==> config.mk <==
export PLATFORM = sky130hd
export DESIGN_NAME = psa_unit
export DESIGN_NICKNAME = d
export VERILOG_FILES = /design/src/psa_pkg.sv /design/src/psa_unit.sv
export VERILOG_INCLUDE_DIRS = /design/src
export SDC_FILE = /design/constraint.sdc
export NUM_CORES = 1
export LEC_CHECK = 0
export CORE_MARGIN = 2
export CORE_UTILIZATION = 55
export CTS_CLUSTER_SIZE = 8
export DETAILED_ROUTE_END_ITERATION = 10
export DONT_BUFFER_PORTS = 1
export PLACE_DENSITY = 0.67
export SLEW_MARGIN = 20
export SYNTH_ARGS = -nofsm -noshare
export SYNTH_HDL_FRONTEND = slang
export SYNTH_SLANG_ARGS = --single-unit
==> constraint.sdc <==
create_clock -name clock -period 5 [get_ports clock]
set_input_delay 0.75 -clock clock [delete_from_list [all_inputs] [get_ports clock]]
set_output_delay 0.75 -clock clock [all_outputs]
set_load 0.01 [all_outputs]
==> src/psa_params.svh <==
`ifndef PSA_PARAMS_SVH
`define PSA_PARAMS_SVH
// Register offsets on the plain register port
`define PSA_OFF_VIS_PAGE   4'h0
`define PSA_OFF_TBL_PAGE   4'h1
`define PSA_OFF_CORE_CTRL  4'h2
`define PSA_OFF_STATUS     4'h3
// Field positions
`define PSA_CTRL_VIS_EN    2
`define PSA_TBL_CFG_BIT    7
// Reset values
`define PSA_VIS_PAGE_RST   8'h00
`define PSA_TBL_PAGE_RST   8'h00
`define PSA_CTRL_RST       8'h00
// Extra-cycle counts for window accesses
`define PSA_EXTRA_SHORT    2'h1
`define PSA_EXTRA_LONG     2'h2
`endif

==> src/psa_pkg.sv <==
package psa_pkg;
   typedef enum logic [2:0] {
      PSA_OP_FETCH, PSA_OP_DATA, PSA_OP_TRD_LO, PSA_OP_TRD_HI,
      PSA_OP_TWR_LO, PSA_OP_TWR_HI
   } psa_op_t;
   typedef enum logic [1:0] {
      PSA_RPT_NONE, PSA_RPT_EDGE, PSA_RPT_MIDDLE
   } psa_rpt_t;
   typedef struct packed {
      logic           valid;
      psa_op_t        op;
      logic [15:0]    ea;
      logic [22:0]    pc;
      logic           byte_mode;
      logic           short_class;
      psa_rpt_t       rpt;
      logic [15:0]    wdata;
   } psa_req_t;
   typedef struct packed {
      logic           valid;
      logic           write;
      logic           high;
      logic [23:0]    addr;
      logic [15:0]    wdata;
   } psa_pm_req_t;
endpackage : psa_pkg

==> src/psa_unit.sv <==
// Overview of operation
// - 24-bit address, PC stepped by two
// - Only table accesses reach configuration space
// - Bit 23 set only for config table accesses
// - Table address is page over effective address in config space, zero over it otherwise
// - Window address is zero, page, low 15
// - Visibility page register is eight bits
// - Low table read returns low word or byte
// - High table read returns upper byte, zeros
// - Upper byte only via high table instructions
// - Window needs address MSb and enable bit
// - Window maps any 16K-word page, X space
// - Window reads return low 16 bits only
// - Window suspended during table accesses
// - Outside repeat, one or two extra cycles
// - Inside repeat, two extra at edge iterations
//
// The plain strobed port and the address map are this design's own decisions.
`timescale 1ns/1ps
`include "psa_params.svh"
module psa_unit (
   input  wire logic              clock,
   input  wire logic              rst_n,
   input  wire logic              clk_en,
   input  wire logic [3:0]        reg_addr,
   input  wire logic [7:0]        reg_wdata,
   input  wire logic              reg_wr,
   input  wire logic              reg_rd,
   output logic      [7:0]        reg_rdata,
   input  wire psa_pkg::psa_req_t core_req,
   output logic      [15:0]       core_rdata,
   output logic                   core_rvalid,
   output logic                   core_is_program,
   output logic      [1:0]        core_extra_cycles,
   output psa_pkg::psa_pm_req_t   pm_req,
   input  wire logic [23:0]       pm_rdata,
   output psa_pkg::psa_pm_req_t   flash_req
);
   logic [7:0]  vis_page_reg;
   logic [7:0]  tbl_page_reg;
   logic [7:0]  core_ctrl_reg;
   logic        tbl_busy_reg;
   logic        rd_pend_reg;
   psa_pkg::psa_op_t rd_op_reg;
   logic        rd_byte_reg;
   logic        rd_bsel_reg;
   logic [23:0] addr_next;
   logic        win_hit;
   logic        is_table;
   logic        is_twr;
   logic [1:0]  extra_next;

   // Pipeline outline: requests are taken on one edge, and the program memory
   // request and the timing answer leave on that same edge; read data are
   // steered on the next edge. The memory must answer combinationally
   // in the cycle that its request stands, or the steering stage would
   // pick up a stale word. No state advances while the clock enable is low.

   // Table address: page above the effective address in config space only
   function automatic logic [23:0] table_addr(input logic [7:0] page,
                                              input logic [15:0] ea);
      if (page[`PSA_TBL_CFG_BIT])
         table_addr = {page, ea};
      else
         table_addr = {8'h00, ea};
   endfunction : table_addr

   // Window address: top bit clear, page in 22:15, low 15 from the address
   function automatic logic [23:0] window_addr(input logic [7:0] page,
                                               input logic [15:0] ea);
      window_addr = {1'b0, page, ea[14:0]};
   endfunction : window_addr

   assign is_table = core_req.op inside {psa_pkg::PSA_OP_TRD_LO, psa_pkg::PSA_OP_TRD_HI,
                                         psa_pkg::PSA_OP_TWR_LO, psa_pkg::PSA_OP_TWR_HI};
   assign is_twr   = core_req.op inside {psa_pkg::PSA_OP_TWR_LO, psa_pkg::PSA_OP_TWR_HI};
   // Window only in upper data half with enable set; never while a table op runs
   assign win_hit  = core_req.valid && core_req.op == psa_pkg::PSA_OP_DATA
                     && core_req.ea[15] && core_ctrl_reg[`PSA_CTRL_VIS_EN]
                     && !tbl_busy_reg;

   // Address mux for every access kind
   always_comb begin
      case (core_req.op)
         psa_pkg::PSA_OP_FETCH:
            addr_next = {1'b0, core_req.pc[22:1], 1'b0};
         psa_pkg::PSA_OP_DATA:
            addr_next = window_addr(vis_page_reg, core_req.ea);
         default:
            addr_next = table_addr(tbl_page_reg, core_req.ea);
      endcase
   end

   // Extra cycle count; short class outside a repeat costs one, others two, repeat middles none
   always_comb begin
      extra_next = 2'h0;
      if (win_hit) begin
         case (core_req.rpt)
            psa_pkg::PSA_RPT_NONE:
               extra_next = core_req.short_class ? `PSA_EXTRA_SHORT
                                                 : `PSA_EXTRA_LONG;
            psa_pkg::PSA_RPT_EDGE:   extra_next = `PSA_EXTRA_LONG;
            psa_pkg::PSA_RPT_MIDDLE: extra_next = 2'h0;
            default:                 extra_next = `PSA_EXTRA_LONG;
         endcase
      end
   end

   // Register writes; the page register is a full eight bits
   always_ff @(posedge clock) begin
      if (!rst_n) begin
         vis_page_reg  <= `PSA_VIS_PAGE_RST;
         tbl_page_reg  <= `PSA_TBL_PAGE_RST;
         core_ctrl_reg <= `PSA_CTRL_RST;
      end else if (clk_en && reg_wr) begin
         case (reg_addr)
            `PSA_OFF_VIS_PAGE:  vis_page_reg  <= reg_wdata;
            `PSA_OFF_TBL_PAGE:  tbl_page_reg  <= reg_wdata;
            `PSA_OFF_CORE_CTRL: core_ctrl_reg <= reg_wdata;
            default: ;
         endcase
      end
   end

   // Register reads answer one cycle later; unmapped reads return zero
   always_ff @(posedge clock) begin
      if (!rst_n) begin
         reg_rdata <= 8'h00;
      end else if (clk_en) begin
         reg_rdata <= 8'h00;
         if (reg_rd) begin
            case (reg_addr)
               `PSA_OFF_VIS_PAGE:  reg_rdata <= vis_page_reg;
               `PSA_OFF_TBL_PAGE:  reg_rdata <= tbl_page_reg;
               `PSA_OFF_CORE_CTRL: reg_rdata <= core_ctrl_reg;
               `PSA_OFF_STATUS:    reg_rdata <= {6'h00, rd_pend_reg, tbl_busy_reg};
               default:            reg_rdata <= 8'h00;
            endcase
         end
      end
   end

   // Table-in-progress flag suppresses the window in the cycle that follows
   // Only one cycle of suppression: a table access occupies the memory
   // port for exactly one request slot, so a longer hold would only cost
   // window bandwidth without protecting anything.
   always_ff @(posedge clock) begin
      if (!rst_n)
         tbl_busy_reg <= 1'b0;
      else if (clk_en)
         tbl_busy_reg <= core_req.valid && is_table;
   end

   // Program memory request; fetch, table reads and window reads
   always_ff @(posedge clock) begin
      if (!rst_n) begin
         pm_req            <= '0;
         core_is_program   <= 1'b0;
         core_extra_cycles <= 2'h0;
      end else if (clk_en) begin
         pm_req.valid      <= core_req.valid && !is_twr
                              && (core_req.op != psa_pkg::PSA_OP_DATA || win_hit);
         pm_req.write      <= 1'b0;
         pm_req.high       <= core_req.op == psa_pkg::PSA_OP_TRD_HI;
         pm_req.addr       <= addr_next;
         pm_req.wdata      <= 16'h0000;
         core_is_program   <= win_hit;
         core_extra_cycles <= extra_next;
      end
   end

   // Table writes go to the flash programming logic with the formed address
   // Latching and timing of the write belong to that logic, so the request
   // is offered for a single cycle and never reaches the read port.
   always_ff @(posedge clock) begin
      if (!rst_n) begin
         flash_req <= '0;
      end else if (clk_en) begin
         flash_req.valid <= core_req.valid && is_twr;
         flash_req.write <= 1'b1;
         flash_req.high  <= core_req.op == psa_pkg::PSA_OP_TWR_HI;
         flash_req.addr  <= addr_next;
         flash_req.wdata <= core_req.wdata;
      end
   end

   // Remember how to steer the read data that returns next cycle
   always_ff @(posedge clock) begin
      if (!rst_n) begin
         rd_pend_reg <= 1'b0;
         rd_op_reg   <= psa_pkg::PSA_OP_FETCH;
         rd_byte_reg <= 1'b0;
         rd_bsel_reg <= 1'b0;
      end else if (clk_en) begin
         rd_pend_reg <= core_req.valid && (win_hit
                        || core_req.op == psa_pkg::PSA_OP_TRD_LO
                        || core_req.op == psa_pkg::PSA_OP_TRD_HI);
         rd_op_reg   <= core_req.op;
         rd_byte_reg <= core_req.byte_mode;
         rd_bsel_reg <= core_req.ea[0];
      end
   end

   // Data steering; the upper program byte leaves only on a high table read
   always_ff @(posedge clock) begin
      if (!rst_n) begin
         core_rdata  <= 16'h0000;
         core_rvalid <= 1'b0;
      end else if (clk_en) begin
         core_rvalid <= rd_pend_reg;
         core_rdata  <= 16'h0000;
         if (rd_pend_reg) begin
            case (rd_op_reg)
               psa_pkg::PSA_OP_TRD_HI:
                  core_rdata <= (rd_byte_reg && rd_bsel_reg) ? 16'h0000
                                                             : {8'h00, pm_rdata[23:16]};
               psa_pkg::PSA_OP_TRD_LO:
                  core_rdata <= !rd_byte_reg ? pm_rdata[15:0]
                              : {8'h00, rd_bsel_reg ? pm_rdata[15:8] : pm_rdata[7:0]};
               default:
                  core_rdata <= rd_byte_reg
                              ? {8'h00, rd_bsel_reg ? pm_rdata[15:8] : pm_rdata[7:0]}
                              : pm_rdata[15:0];
            endcase
         end
      end
   end
endmodule : psa_unit

[Word level (Yosys, flattened, before mapping)]
Cells that the tools add are included.
Word-level totals
  flip-flop bits (word level): 104
  latch bits: 0
  memory bits (writable): 0
  bits in read-only memories: 0
  output and inout bits: 114
  logic and storage cells: 67
  memories: 0
Operators by class
  $add $sub $neg: 0
  multipliers: 0
  div/mod/pow operators: 0
  magnitude comparators: 0
  equal/unequal tests: 11
  shift-type cells: 0
  mux-type cells: 12
  bitwise operators: 0
  reduce and logical (&&, ||, !) cells: 24
Operator list (number)
  two-way mux 16 bit: 3
  case mux 24 bit (2 select lines): 1
  case mux 8 bit (4 select lines): 1
  two-way mux 24 bit: 1
  two-way mux 8 bit: 3
  logical AND 1 bit: 11
  equality test 3 x 2 -> 1 bit, second input constant: 3
  equality test 4 x 2 -> 1 bit, second input constant: 2
  equality test 3 bit, second input constant: 2
  AND reduction 2 bit: 3
  equality test 4 x 1 -> 1 bit, second input constant: 1
  zero test 4 bit: 1
  two-way mux 2 bit: 2
  case mux 2 bit (2 select lines): 1
  nonzero test 4 bit: 1
  equality test 3 x 1 -> 1 bit, second input constant: 1
  zero test 3 bit: 1
  logical OR 1 bit: 3
  != test 3 x 1 -> 1 bit, second input constant: 1
  equality test 2 bit, second input constant: 1
  zero test 1 bit: 2
  zero test 2 bit: 1
  nonzero test 2 bit: 1

[Logic depth before layout (Yosys ltp)]
  depth after elaboration: 8
  mapped depth: 6
  gate-level depth less buffers: 5

[Least setup slack after synthesis]
OpenSTA, ideal clock, no wires.
  kind: input to register
  start point: input core_req[60] (netlist bit)
  end point: register flash_req[17] (netlist bit)
  library setup time: 74 ps
  data arrival time: 2045 ps
  data required time: 4926 ps
  setup slack: 2881 ps
  stages: 6
  path buffers: 1
  cell sequence: inv_1 ha_1 nor4b_1 clkbuf_1 nand2_1 a31oi_1
Between the ends
  longest elaborated chain between the ends: 2
  elaborated cells between the ends (all ways): 3
Ends and longest elaborated chain
  from (decl): RTL line psa_unit.sv:30  | input wire psa_pkg::psa_req_t core_req,
  equality test 3 x 1 -> 1 bit / zero test 3 bit (equally long branches): RTL line psa_unit.sv:84  | case (core_req.op)
  case mux 24 bit (2 select lines) (*): RTL line psa_unit.sv:84
  to (decl): RTL line psa_unit.sv:37  | output psa_pkg::psa_pm_req_t flash_req
Mark *: on every way between the ends. The rest lies on a longest branch, timed or not.
A chain may end at the register's enable or synchronous reset.

==> flow_summary.json <==
{
  "status": "complete, no violations",
  "die_width_um": 97.0,
  "tightest_slew_ns": 1.08,
  "portBuffers": 0,
  "yosys_register_bits": 104,
  "fillers": 755,
  "h-tree-depth": 3,
  "wire_per_inst_um": 19.5,
  "p_int_uw": 1190,
  "pwr-share-clk": 0.372,
  "met3_length_um": 896,
  "drtPass1Iterations": 5,
  "synthArstFlopShare": 0,
  "post-route-period-util": 0.386,
  "drive_gt1_frac": 0.0761,
  "p_sw_frac": 0.231,
  "antenna_found_initial": 0,
  "p_seq_frac": 0.573,
  "setup_violations": 0,
  "cts-root-buf": "clkbuf_8",
  "initial_core_util": 0.573,
  "wl_met2_mm": 5.26,
  "totalWireLength_mm": 10.7,
  "synth_top_cell_area_share": 0.438,
  "routabilityCongestion": 0.789,
  "whs_ns": 0.489,
  "die_h_um": 97.0,
  "worstPathMaxFanout": 84,
  "slowest_stage": "nor3b_1",
  "required_ns": 5.30,
  "area_growth_pct": -0.263,
  "hold_class": "register to register",
  "period_needed_ns": 1.93,
  "finalPower_uw": 1540,
  "irDropWorstVdd_mv": 0.164,
  "drt.antenna.violating_nets": 0,
  "synth_area_um2": 4750,
  "io_pins": 218,
  "synth_edf_count": 0,
  "cp_top_family": "simple AND/OR/NAND/NOR gates",
  "cts_setup_buffers": 0,
  "finClkSkew_ns": 0.0104,
  "path_class": "primary input to register",
  "regArea_um2": 2080,
  "cp-startpoint": "rst_n",
  "worstPathArrival_ns": 2.23,
  "vias": 3357,
  "worst-path-stages": 3,
  "grt.overflow.total": 0,
  "largest-register": "flash_req",
  "synth_top_flop_cell": "dfxtp_1",
  "max-slew-margin-rel": 0.281,
  "p_leak_uw": 0.00179,
  "yosys-top-cells-area": "dfxtp_1 44%, mux2i_1 11%, buf_4 6.5%",
  "drc": 0,
  "first_iter_violations": 125,
  "slew_viol_final": 0,
  "reg_top3": "flash_req x43, core_rdata x16",
  "largest_reg_flops": 43,
  "synth_cell_types": 46,
  "setup_tns_ns": 0,
  "yosysMostFrequentCell": "dfxtp_1",
  "hold_start": "vis_page_reg[5]",
  "path_cells": "nand2_1 -> nor3b_1 -> a221o_1",
  "hold_buffers": 0,
  "vias_per_cell": 6.08,
  "powerDensity_nw_per_um2": 326,
  "rr_startpoint": "rd_pend_reg",
  "path_clk_slew_ns": 0.10,
  "hpwl_mm": 7.36,
  "avgSynthCellArea_um2": 9.74,
  "end_kind": "register",
  "top_layer": "met4",
  "grt_pass1_wl_mm": 16.8,
  "rsz0062_at_grt": "false",
  "maxCapViolCount": 0,
  "yosys_warnings": 0,
  "cts_resized": 0,
  "insertion_delay_ns": 0.36,
  "numCtsBuffers": 9,
  "syn_inst": 488,
  "rr_worst_depth": 3,
  "cts_buffer_depth": 2,
  "hold_depth": 2,
  "grt_pass1_vias": 3246,
  "antennaDiodeCount": 0,
  "die-area_um2": 9400,
  "core-area_um2": 8300,
  "power.switching_uw": 357,
  "yosysTopAreaCell": "dfxtp_1",
  "ys_seq_area_frac": 0.438,
  "finalHoldViolCount": 0,
  "synthTopCellsByCount": "104 x dfxtp_1, 52 x mux2i_1, 43 x nand2_1, 41 x buf_4, 38 x o21ai_0",
  "grt.total_usage": 0.221,
  "crit_path_start_kind": "primary input",
  "multi_input_area_um2": 2280,
  "layout.nets": 549,
  "cts_sinks": 104,
  "tritoncts": "done",
  "combPwrFrac": 0.054,
  "cpPeakStageDelay_ns": 0.91,
  "drt-met1-wl_mm": 4.48,
  "timing.critical_path.buf_inv": 0,
  "rows": 33,
  "grt_max_degree": 85,
  "fmax_ghz": 0.518
}
power by group through the flow:
stage | Combinational [uW] | Clock (uW) | Sequential [uW]
after floorplan | 120 | 0 | 892
after global placement | 82.3 | 0 | 904
after detailed placement | 84.7 | 0 | 904
after CTS | 84.6 | 588 | 885
after global routing | 94.2 | 622 | 889
final | 84.0 | 575 | 885
routing by layer:
layer  GRT usage  vias up
met4      0.0683        0
met2       0.378      163
met3      0.0600       10
met1       0.270     1585
met5           0        -
li1            -     1599
worst min-delay path, delay by kind of cell (launching register included):
kind	cells	cell delay, ns
DFF	1	0.34
and+or+nand+nor	1	0.06
muxes	1	0.05
cells in the final DEF (no fill, tap or decap), drive strengths merged, types with 10 or more instances in the layout:
master / count
conb: 17
o21ai: 38
dfxtp: 104
a21boi: 17
nor2b: 25
nand2: 43
mux2i: 52
a22o: 16
a221o: 15
clkbuf: 10
a31oi: 14
nand3: 14
layout make-up:
cell class / count / area share
Multi-Input combinational cell: 323 / 0.481
Sequential cell: 104 / 0.439
Clock buffer: 10 / 0.0290
Tap cell: 105 / 0.0277
Clock inverter: 5 / 0.0172
Timing Repair Buffer: 2 / 0.00317
Inverter: 3 / 0.00238
worst paths after layout:
| check | to | slack [ns] |
|---|---|---|
| max reg2reg | core_rdata[10] | 3.35 |
| min reg2reg | vis_page_reg[5] | 0.49 |
| min | vis_page_reg[5] | 0.49 |
| max | flash_req[33] | 3.07 |
cells by family (layout without fill, tap and decap cells):
kind of cell,Yosys count,in the layout,synth area share
simple gates,128,128,0.150
compound gates,114,114,0.170
flops,104,104,0.438
buf+inv,77,20,0.0974
mux,62,62,0.138
fa+ha+maj,2,2,0.00527
other cells,1,17,0.000789
through the flow:
stage	util	worst slack [ns]	cells	cell area, um^2
global route	0.571	3.04	552	4740
global placement	0.545	2.77	537	4520
CTS	0.571	3.14	552	4740
floorplan	-	2.88	504	4810
detailed placement	0.545	2.75	537	4520
finish	0.571	3.07	552	4740
Power figures use the tool's default switching activity.
